==> src/core/acr_pkg.sv <==
// shared constants for the converter control block
package acr_pkg;
   // register offsets
   localparam logic [2:0] ACR_OFF_INPUT_SELECT = 3'h0;
   localparam logic [2:0] ACR_OFF_CTRL_STATUS  = 3'h1;
   localparam logic [2:0] ACR_OFF_RESULT_LOW   = 3'h2;
   localparam logic [2:0] ACR_OFF_RESULT_HIGH  = 3'h3;
   localparam logic [2:0] ACR_OFF_SPECIAL_FUNC = 3'h4;
   localparam logic [2:0] ACR_OFF_CPU_STATUS   = 3'h5;
   // control and status field positions
   localparam int ACR_BIT_ENABLE    = 7;
   localparam int ACR_BIT_START     = 6;
   localparam int ACR_BIT_FREE_RUN  = 5;
   localparam int ACR_BIT_DONE      = 4;
   localparam int ACR_BIT_IRQ_EN    = 3;
   // input select, special function and cpu status field positions
   localparam int ACR_BIT_LEFT_ADJ  = 5;
   localparam int ACR_BIT_HIGH_SPD  = 4;
   localparam int ACR_BIT_GLOBAL_IE = 7;
   // reset values
   localparam logic [7:0] ACR_RESET_BYTE = 8'h00;
   // conversion lengths in converter clock cycles
   localparam logic [4:0] ACR_FIRST_CYCLES  = 5'h19;
   localparam logic [4:0] ACR_NORMAL_CYCLES = 5'h0D;
   // prescaler: divide codes 000 and 001 both by two
   localparam logic [2:0] ACR_MIN_DIV_CODE = 3'h1;
   // channel code boundaries
   localparam logic [4:0] ACR_CH_LAST_SINGLE = 5'h07;
   localparam logic [4:0] ACR_CH_FIRST_UNITY = 5'h10;
   localparam logic [4:0] ACR_CH_BANDGAP     = 5'h1E;
   localparam logic [4:0] ACR_CH_GROUND      = 5'h1F;
   // gain codes
   localparam logic [1:0] ACR_GAIN_1X   = 2'h0;
   localparam logic [1:0] ACR_GAIN_10X  = 2'h1;
   localparam logic [1:0] ACR_GAIN_200X = 2'h2;
   // source kinds driven to the analog core
   typedef enum logic [1:0] {
      ACR_SRC_SINGLE  = 2'h0,
      ACR_SRC_DIFF    = 2'h1,
      ACR_SRC_BANDGAP = 2'h2,
      ACR_SRC_GROUND  = 2'h3
   } acr_src_t;
   typedef enum logic [2:0] {
      ACR_ST_IDLE = 3'b001,
      ACR_ST_CONV = 3'b010,
      ACR_ST_DONE = 3'b100
   } acr_state_t;
endpackage : acr_pkg

==> src/core/acr_core_if.sv <==
// link between the sequencer and the analog core model
interface acr_core_if;
   import acr_pkg::*;
   logic       start;
   logic       tick;
   logic [4:0] cycles;
   logic [2:0] pos_ch;
   logic [2:0] neg_ch;
   acr_src_t   src;
   logic [1:0] gain;
   logic [1:0] ref_sel;
   logic       high_speed;
   logic       ready;
   logic [9:0] sample;
   modport ctrl (output start, tick, cycles, pos_ch, neg_ch, src, gain, ref_sel, high_speed,
                 input ready, sample);
   modport core (input start, tick, cycles, pos_ch, neg_ch, src, gain, ref_sel, high_speed,
                 output ready, sample);
endinterface : acr_core_if

==> src/core/acr_prescaler.sv <==
// converter clock enable divider
module acr_prescaler
   import acr_pkg::*;
(
   // clock and reset
   input  wire logic       ref_clk,
   input  wire logic       rst,
   // control
   input  wire logic       run,
   input  wire logic [2:0] div_sel,
   // converter clock enable
   output      logic       tick
);
   logic [6:0] cnt_q, cnt_d;
   logic [6:0] limit;
   logic       tick_d;
   always_comb begin
      // codes 000 and 001 both give divide by two
      if (div_sel <= ACR_MIN_DIV_CODE) begin
         limit = 7'h01;
      end else begin
         limit = 7'((8'h01 << div_sel) - 8'h01);
      end
      tick_d = 1'b0;
      cnt_d  = cnt_q;
      if (!run) begin
         cnt_d = 7'h00;
      end else if (cnt_q >= limit) begin
         cnt_d  = 7'h00;
         tick_d = 1'b1;
      end else begin
         cnt_d = cnt_q + 7'h01;
      end
   end
   always_ff @(posedge ref_clk or posedge rst) begin
      if (rst) begin
         cnt_q <= 7'h00;
         tick  <= 1'b0;
      end else begin
         cnt_q <= cnt_d;
         tick  <= tick_d;
      end
   end
endmodule : acr_prescaler

==> src/core/acr_analog_core.sv <==
// digital stand-in for the successive approximation core
module acr_analog_core
   import acr_pkg::*;
(
   // clock and reset
   input  wire logic       ref_clk,
   input  wire logic       rst,
   // sample value presented by the analog front end
   input  wire logic [9:0] analog_value,
   // sequencer link
   acr_core_if.core        cif
);
   logic [4:0] left_q, left_d;
   logic       busy_q, busy_d;
   logic       ready_q, ready_d;
   logic [9:0] smp_q, smp_d;
   always_comb begin
      left_d  = left_q;
      busy_d  = busy_q;
      ready_d = 1'b0;
      smp_d   = smp_q;
      if (cif.start) begin
         left_d = cif.cycles;
         busy_d = 1'b1;
      end else if (busy_q && cif.tick) begin
         if (left_q == 5'h01) begin
            busy_d  = 1'b0;
            ready_d = 1'b1;
            if (cif.src == ACR_SRC_GROUND) begin
               smp_d = 10'h000;
            end else begin
               smp_d = analog_value;
            end
         end
         left_d = left_q - 5'h01;
      end
   end
   always_ff @(posedge ref_clk or posedge rst) begin
      if (rst) begin
         left_q  <= 5'h00;
         busy_q  <= 1'b0;
         ready_q <= 1'b0;
         smp_q   <= 10'h000;
      end else begin
         left_q  <= left_d;
         busy_q  <= busy_d;
         ready_q <= ready_d;
         smp_q   <= smp_d;
      end
   end
   assign cif.ready  = ready_q;
   assign cif.sample = smp_q;
endmodule : acr_analog_core

==> src/core/acr_top.sv <==
// converter control, channel selection and result registers
//
// Added by the designer: the register offsets and the address-and-strobe port.
module acr_top
   import acr_pkg::*;
(
   // clock and reset
   input  wire logic       ref_clk,
   input  wire logic       rst,
   // register port
   input  wire logic [2:0] reg_addr,
   input  wire logic [7:0] reg_wdata,
   input  wire logic       reg_wr,
   input  wire logic       reg_rd,
   output      logic [7:0] reg_rdata,
   // interrupt handshake with the processor
   input  wire logic       irq_ack,
   output      logic       irq_req,
   // analog front end
   input  wire logic [9:0] analog_value,
   output      logic       conv_powered,
   output      logic [2:0] pos_channel,
   output      logic [2:0] neg_channel,
   output      logic [1:0] gain_select,
   output      logic [1:0] reference_select_out
);
   import acr_pkg::*;

   acr_core_if cif ();

   // software registers
   logic [7:0] input_select_q, input_select_d;
   logic [7:0] ctrl_q, ctrl_d;
   logic       high_speed_select_q, high_speed_select_d;
   logic       cpu_ie_q, cpu_ie_d;
   // state
   acr_state_t st_q, st_d;
   logic       first_q, first_d;
   logic [9:0] result_q, result_d;
   logic       lock_q, lock_d;
   logic [4:0] act_sel_q, act_sel_d;
   logic [1:0] act_ref_q, act_ref_d;
   logic [7:0] rdata_d;
   logic       start_d;
   logic       irq_d;
   logic [7:0] res_low, res_high;
   logic       wr_ctrl;
   logic       tick;

   assign wr_ctrl = reg_wr && (reg_addr == ACR_OFF_CTRL_STATUS);

   acr_prescaler u_presc (
      .ref_clk (ref_clk),
      .rst     (rst),
      .run     (ctrl_q[ACR_BIT_ENABLE]),
      .div_sel (ctrl_q[2:0]),
      .tick    (tick)
   );

   acr_analog_core u_core (
      .ref_clk      (ref_clk),
      .rst          (rst),
      .analog_value (analog_value),
      .cif          (cif.core)
   );

   // result formatting follows the live left adjust bit
   always_comb begin
      if (input_select_q[ACR_BIT_LEFT_ADJ]) begin
         res_high = result_q[9:2];
         res_low  = {result_q[1:0], 6'h00};
      end else begin
         res_high = {6'h00, result_q[9:8]};
         res_low  = result_q[7:0];
      end
   end

   // channel decode from the selection being converted
   always_comb begin
      cif.src    = ACR_SRC_DIFF;
      cif.gain   = ACR_GAIN_1X;
      cif.pos_ch = 3'h0;
      cif.neg_ch = 3'h0;
      if (act_sel_q <= ACR_CH_LAST_SINGLE) begin
         cif.src    = ACR_SRC_SINGLE;
         cif.pos_ch = act_sel_q[2:0];
      end else if (act_sel_q == ACR_CH_BANDGAP) begin
         cif.src = ACR_SRC_BANDGAP;
      end else if (act_sel_q == ACR_CH_GROUND) begin
         cif.src = ACR_SRC_GROUND;
      end else if (act_sel_q < ACR_CH_FIRST_UNITY) begin
         // 01xxx: bit2 picks the input pair 0/1 vs 2/3, bit1 the gain
         cif.pos_ch = {1'b0, act_sel_q[2], act_sel_q[0]};
         cif.neg_ch = {1'b0, act_sel_q[2], 1'b0};
         cif.gain   = act_sel_q[1] ? ACR_GAIN_200X : ACR_GAIN_10X;
      end else begin
         // 10xxx against input 1, 11xxx against input 2, unity gain
         cif.pos_ch = act_sel_q[2:0];
         cif.neg_ch = act_sel_q[3] ? 3'h2 : 3'h1;
      end
   end

   assign cif.tick       = tick;
   assign cif.ref_sel    = act_ref_q;
   assign cif.high_speed = high_speed_select_q;

   // register writes and the conversion sequence
   always_comb begin
      input_select_d      = input_select_q;
      ctrl_d              = ctrl_q;
      high_speed_select_d = high_speed_select_q;
      cpu_ie_d            = cpu_ie_q;
      st_d                = st_q;
      first_d             = first_q;
      result_d            = result_q;
      lock_d              = lock_q;
      act_sel_d           = act_sel_q;
      act_ref_d           = act_ref_q;
      start_d             = 1'b0;
      if (reg_wr) begin
         if (reg_addr == ACR_OFF_INPUT_SELECT) begin
            input_select_d = reg_wdata;
         end else if (reg_addr == ACR_OFF_CTRL_STATUS) begin
            ctrl_d[ACR_BIT_ENABLE]   = reg_wdata[ACR_BIT_ENABLE];
            ctrl_d[ACR_BIT_FREE_RUN] = reg_wdata[ACR_BIT_FREE_RUN];
            ctrl_d[ACR_BIT_IRQ_EN]   = reg_wdata[ACR_BIT_IRQ_EN];
            ctrl_d[2:0]              = reg_wdata[2:0];
            if (reg_wdata[ACR_BIT_DONE]) begin
               ctrl_d[ACR_BIT_DONE] = 1'b0;
            end
         end else if (reg_addr == ACR_OFF_SPECIAL_FUNC) begin
            high_speed_select_d = reg_wdata[ACR_BIT_HIGH_SPD];
         end else if (reg_addr == ACR_OFF_CPU_STATUS) begin
            cpu_ie_d = reg_wdata[ACR_BIT_GLOBAL_IE];
         end
      end
      if (irq_ack) begin
         ctrl_d[ACR_BIT_DONE] = 1'b0;
      end
      // reading the low byte locks; reading the high byte releases
      if (reg_rd && reg_addr == ACR_OFF_RESULT_LOW) begin
         lock_d = 1'b1;
      end else if (reg_rd && reg_addr == ACR_OFF_RESULT_HIGH) begin
         lock_d = 1'b0;
      end
      // the long length is used up once the core has taken its start pulse
      if (cif.start) begin
         first_d = 1'b0;
      end
      // enabling rearms the long initialisation conversion
      if (wr_ctrl && reg_wdata[ACR_BIT_ENABLE] && !ctrl_q[ACR_BIT_ENABLE]) begin
         first_d = 1'b1;
      end
      case (st_q)
         ACR_ST_IDLE: begin
            // nothing converts here, so a new selection applies at once
            act_sel_d = input_select_d[4:0];
            act_ref_d = input_select_d[7:6];
            // start written as zero is simply ignored
            if (wr_ctrl && reg_wdata[ACR_BIT_START] && reg_wdata[ACR_BIT_ENABLE]) begin
               st_d      = ACR_ST_CONV;
               start_d   = 1'b1;
               act_sel_d = input_select_d[4:0];
               act_ref_d = input_select_d[7:6];
            end
         end
         ACR_ST_CONV: begin
            if (!ctrl_d[ACR_BIT_ENABLE]) begin
               st_d = ACR_ST_IDLE;
            end else if (cif.ready && !cif.start) begin
               // a late ready left over from an aborted run must not end a fresh one
               // result and flag move together; held result if low byte locked
               if (!lock_d) begin
                  result_d = cif.sample;
               end
               ctrl_d[ACR_BIT_DONE] = 1'b1;
               act_sel_d = input_select_d[4:0];
               act_ref_d = input_select_d[7:6];
               st_d      = ACR_ST_DONE;
            end
         end
         ACR_ST_DONE: begin
            act_sel_d = input_select_d[4:0];
            act_ref_d = input_select_d[7:6];
            if (ctrl_d[ACR_BIT_ENABLE] && ctrl_d[ACR_BIT_FREE_RUN]) begin
               st_d    = ACR_ST_CONV;
               start_d = 1'b1;
            end else begin
               st_d = ACR_ST_IDLE;
            end
         end
         default: begin
            st_d = ACR_ST_IDLE;
         end
      endcase
      ctrl_d[ACR_BIT_START] = (st_d != ACR_ST_IDLE);
   end

   // launch length picks the long first conversion when armed
   assign cif.cycles = first_q ? ACR_FIRST_CYCLES : ACR_NORMAL_CYCLES;

   always_comb begin
      rdata_d = ACR_RESET_BYTE;
      if (reg_rd) begin
         if (reg_addr == ACR_OFF_INPUT_SELECT) begin
            rdata_d = input_select_q;
         end else if (reg_addr == ACR_OFF_CTRL_STATUS) begin
            rdata_d = ctrl_q;
         end else if (reg_addr == ACR_OFF_RESULT_LOW) begin
            rdata_d = res_low;
         end else if (reg_addr == ACR_OFF_RESULT_HIGH) begin
            rdata_d = res_high;
         end else if (reg_addr == ACR_OFF_SPECIAL_FUNC) begin
            rdata_d = {3'h0, high_speed_select_q, 4'h0};
         end else if (reg_addr == ACR_OFF_CPU_STATUS) begin
            rdata_d = {cpu_ie_q, 7'h00};
         end
      end
      irq_d = ctrl_d[ACR_BIT_DONE] && ctrl_d[ACR_BIT_IRQ_EN] && cpu_ie_d;
   end

   always_ff @(posedge ref_clk or posedge rst) begin
      if (rst) begin
         input_select_q      <= ACR_RESET_BYTE;
         ctrl_q              <= ACR_RESET_BYTE;
         high_speed_select_q <= 1'b0;
         cpu_ie_q            <= 1'b0;
         st_q                <= ACR_ST_IDLE;
         first_q             <= 1'b1;
         result_q            <= 10'h000;
         lock_q              <= 1'b0;
         act_sel_q           <= 5'h00;
         act_ref_q           <= 2'h0;
         cif.start           <= 1'b0;
         reg_rdata           <= ACR_RESET_BYTE;
         irq_req             <= 1'b0;
         conv_powered        <= 1'b0;
         pos_channel         <= 3'h0;
         neg_channel         <= 3'h0;
         gain_select         <= 2'h0;
         reference_select_out <= 2'h0;
      end else begin
         input_select_q      <= input_select_d;
         ctrl_q              <= ctrl_d;
         high_speed_select_q <= high_speed_select_d;
         cpu_ie_q            <= cpu_ie_d;
         st_q                <= st_d;
         first_q             <= first_d;
         result_q            <= result_d;
         lock_q              <= lock_d;
         act_sel_q           <= act_sel_d;
         act_ref_q           <= act_ref_d;
         cif.start           <= start_d;
         reg_rdata           <= rdata_d;
         irq_req             <= irq_d;
         conv_powered        <= ctrl_d[ACR_BIT_ENABLE];
         pos_channel         <= cif.pos_ch;
         neg_channel         <= cif.neg_ch;
         gain_select         <= cif.gain;
         reference_select_out <= act_ref_q;
      end
   end
endmodule : acr_top

==> config.mk <==
export PLATFORM = sky130hd
export DESIGN_NAME = acr_top
export DESIGN_NICKNAME = d
export VERILOG_FILES = /design/src/core/acr_pkg.sv /design/src/core/acr_core_if.sv /design/src/core/acr_prescaler.sv /design/src/core/acr_analog_core.sv /design/src/core/acr_top.sv
export SDC_FILE = /design/constraint.sdc
export NUM_CORES = 1
export LEC_CHECK = 0
export BUFFER_PORTS_ARGS = -buffer_cell sky130_fd_sc_hd__buf_2
export CORE_UTILIZATION = 45
export DETAILED_ROUTE_END_ITERATION = 10
export SKIP_LAST_GASP = 1
export SYNTH_ARGS = -nofsm -noshare
export SYNTH_HDL_FRONTEND = slang
export SYNTH_SLANG_ARGS = --single-unit
==> constraint.sdc <==
create_clock -name ref_clk -period 2.7 [get_ports ref_clk]
set_input_delay 0.27 -clock ref_clk [delete_from_list [all_inputs] [get_ports ref_clk]]
set_output_delay 0.27 -clock ref_clk [all_outputs]
set_load 0.1 [all_outputs]
==> run summary <==
Dpl cell area: 0.00416 mm2
Floorplan die height: 94.0 um
Maximum buffer depth of the clock tree: 2
Fin area: 0.00437 mm2
Port buffer count: 44
Library cell with the largest summed area after synthesis: sky130_fd_sc_hd__dfrtp_1
Maximum cell stage delay along the critical path: 0.46 ns
Most frequent CP cell: sky130_fd_sc_hd__a21o_1
Final-stage net count: 407
Area fraction of the dominant cell type after synthesis: 53.9%
Total detailed-routing wirelength: 7490 um
Fraction of layout cells with a size suffix above 1: 28.8%
Clk Tree Root Cell: sky130_fd_sc_hd__clkbuf_8
Maximum number of pins on one net before global-route repair: 52
Core area: 0.00822 mm2
RSZ-0062 raised after global routing: no
Post-synthesis compound-gate area fraction: 11.7%
# placed instances: 463
Net count of the mapped netlist: 359
Total congestion overflow: 0
Number of antenna violations at the first check in global routing: 0
# setup viols final: 0
Final core utilization: 53.1%
Worst IR drop on VDD: 0.435 mV
Die footprint: 0.00883 mm2
Pre-CTS setup slack: 0.388 ns
Number of library cell types mapped by synthesis: 49
Most instantiated library cell after synthesis: sky130_fd_sc_hd__dfrtp_1
Share of the clock period used by the worst path: 74.2%
Via count of the first global-routing pass: 2559
Max Clock Skew: 0.0109 ns
Number of buffers and inverters on the critical path: 0
Critical path data arrival time: 2.28 ns
Number of optimization iterations in the first detailed-route pass: 4
Number of placement rows: 33
Post-Syn Area per Cell: 11.8 um2
Total power per unit cell area: 756 mW/mm2
Worst min-delay path category: input port to flip-flop
Clock network latency to the later pin of the worst-skew pair: 0.35 ns
Largest cells by area after synthesis: sky130_fd_sc_hd__dfrtp_1, sky130_fd_sc_hd__mux2_2, sky130_fd_sc_hd__ha_1
Routing usage on met3: 5.42%
Post-synthesis instance total: 322
Share of flip-flops with an asynchronous set or reset after synthesis: 100%
Post-route worst hold slack: 0.123 ns
Number of antenna repair diodes: 0
Highest net fanout along the worst path: 7
Largest family of logic cells by synthesized area: simple AND/OR/NAND/NOR gates
Final setup TNS: 0 ns
Syn-to-layout area delta: 14.7%
Initial Utilization: 46.3%
Final antenna-violating net count: 0
Flop and latch count out of synthesis: 84
Final cell count without fillers: 480
Filler cells: 745
Final Max Slew Viols: 0
First-pass GRT wire length: 12500 um
Met1 global-route usage: 25.5%
Type of element launching the critical path: flip-flop
Commonest cells in the netlist: sky130_fd_sc_hd__dfrtp_1, sky130_fd_sc_hd__mux2_2, sky130_fd_sc_hd__nor2_1
Capturing element type of the critical path: flip-flop
Global-route layer with the greatest usage: met2
DR iter-0 viols: 115
Cell-by-cell trace of the critical path: o21ai_0, ha_1, a21o_1, a21o_1, a21oi_1, o211ai_1, nor2_1
Placer Congestion: 0.767
Vias after detailed routing: 2523
Post-Synth Simple-Gate Area: 12.1%
Worst path slowest cell: sky130_fd_sc_hd__dfrtp_1
H-tree Lvls: 3
Sequential-to-total area share from yosys stat: 55.3%
Final critical path time including I/O delays and setup: 2.00 ns
Top Family by Delay on Critical Path: compound AO/OA/AOI/OAI gates
Required time at the worst-slack endpoint: 2.97 ns
Count of yosys warnings during synthesis: 0
Cell area after synthesis: 0.00380 mm2
Result of the run: finished, final reports clean
Global-route met2 utilization: 28.9%
Number of enable flip-flop cells after synthesis: 0
Clock edge transition at the registers on the reported setup and hold paths: 0.09 ns
Leakage Power: 2.09 nW
PnR worst setup slack: 0.696 ns
Mux share of post-synthesis cell area: 11.6%
Final Hold Fails: 0
Post-detailed-route DRC marker count: 0
HPWL after detailed placement: 5280 um
Drt wl/cell: 15.6 um
Clock tree from TritonCTS: yes
Actual transition at the worst max-transition pin: 0.592 ns
Number of max-capacitance violations reported: 0
Quantity of gates resized following cts: 0
Pwr Total: 3.30 mW
Post-DR vias/cell: 5.26
CTS Buf Count: 9
Relative max-transition margin: 60.3%
Share of the synthesized netlist area taken by xor and xnor gates: 2.07%
Area share of fa/ha/maj cells after synthesis: 3.62%
I/O Pins: 46
Top flip-flop cell by instance count after synthesis: sky130_fd_sc_hd__dfrtp_1
Maximum clock frequency: 499 MHz
Startpoint-to-endpoint class of the critical path: flip-flop to flip-flop
Die width: 94.0 um
Clock Sink Count: 84
Global routing usage summed across all routing layers: 19.0%
metal layers:
metal  up-vias  part of all wire [%]  wire (um)
met4         0                   2.2        163
met1      1237                    48       3560
met5         -                     0          0
met2        42                    47       3530
met3        13                   3.1        231
li1       1231                     -          -
kinds of logic (layout without fill, tap and decap cells):
group / count (synthesis) / after routing
compound gates: 63 / 63
flops: 84 / 84
buf+inv: 30 / 83
xor+xnor: 9 / 9
simple gates: 86 / 86
mux: 37 / 37
other cells: 2 / 2
fa+ha+maj: 11 / 11
worst paths after layout:
| path | to | cells past startpoint | slack [ns] | start |
|---|---|---|---|---|
| max | u_presc.cnt_q[4]$_DFF_PP0_ | 7 | 0.70 | ctrl_q[1]$_DFFE_PP0P_ |
| min | u_core.cif.sample[3]$_DFFE_PP0P_ | 2 | 0.12 | analog_value[3] |
| max reg2reg | u_presc.cnt_q[4]$_DFF_PP0_ | 7 | 0.70 | ctrl_q[1]$_DFFE_PP0P_ |
| min reg2reg | reference_select_out[1]$_DFF_PP0_ | 0 | 0.41 | act_ref_q[1]$_DFFE_PP0P_ |
| max in group asynchronous | first_q$_DFFE_PP1P_ | 4 | 1.73 | rst |
| min in group asynchronous | u_presc.tick$_DFF_PP0_ | 3 | 0.37 | rst |
power breakdown:
group / internal [mW] / total [mW] / switching (mW)
sequential: 1.43 / 1.58 / 0.143
clock: 0.452 / 0.898 / 0.445
combinational: 0.267 / 0.827 / 0.560
state kept, by name, summed over array words and instances, names as in the netlist, 3 cells and up:
signal	flops
result_q	10
u_core.cif.sample	10
ctrl_q	8
input_select_q	8
reg_rdata	8
u_presc.cnt_q	7
act_sel_q	5
u_core.left_q	5
pos_channel	3
st_q	3
final cells by class:
cell class              count  area [um2]  area share [%]
clock buffers              12         145            3.32
clock inverters             4        50.0            1.15
inverters                  14        53.8            1.23
multi-input cells         208        1580            36.1
flip-flops and latches     84        2100            48.2
well taps                 105         131            3.01
repair buffers             53         303            6.94
placed cells by master, fill, tap and decap left out, types with 9 or more instances in the layout:
cell type,synthesis,final
sky130_fd_sc_hd__o21ai_0,13,13
sky130_fd_sc_hd__a22o_1,11,11
sky130_fd_sc_hd__nand2_1,20,20
sky130_fd_sc_hd__buf_2,1,44
sky130_fd_sc_hd__nor2_1,21,21
sky130_fd_sc_hd__inv_1,14,13
sky130_fd_sc_hd__nor2b_1,9,9
sky130_fd_sc_hd__clkbuf_8,0,10
sky130_fd_sc_hd__a211oi_1,9,9
sky130_fd_sc_hd__mux2_2,26,26
sky130_fd_sc_hd__ha_1,11,11
sky130_fd_sc_hd__dfrtp_1,82,82
what timing repair did:
item | in CTS | in global routing
endpoints found under the hold margin | 7 | 0
buffers inserted | 0 | 0
hold buffers | 1 | 0
Note: power is estimated with default switching activity, not from simulation.
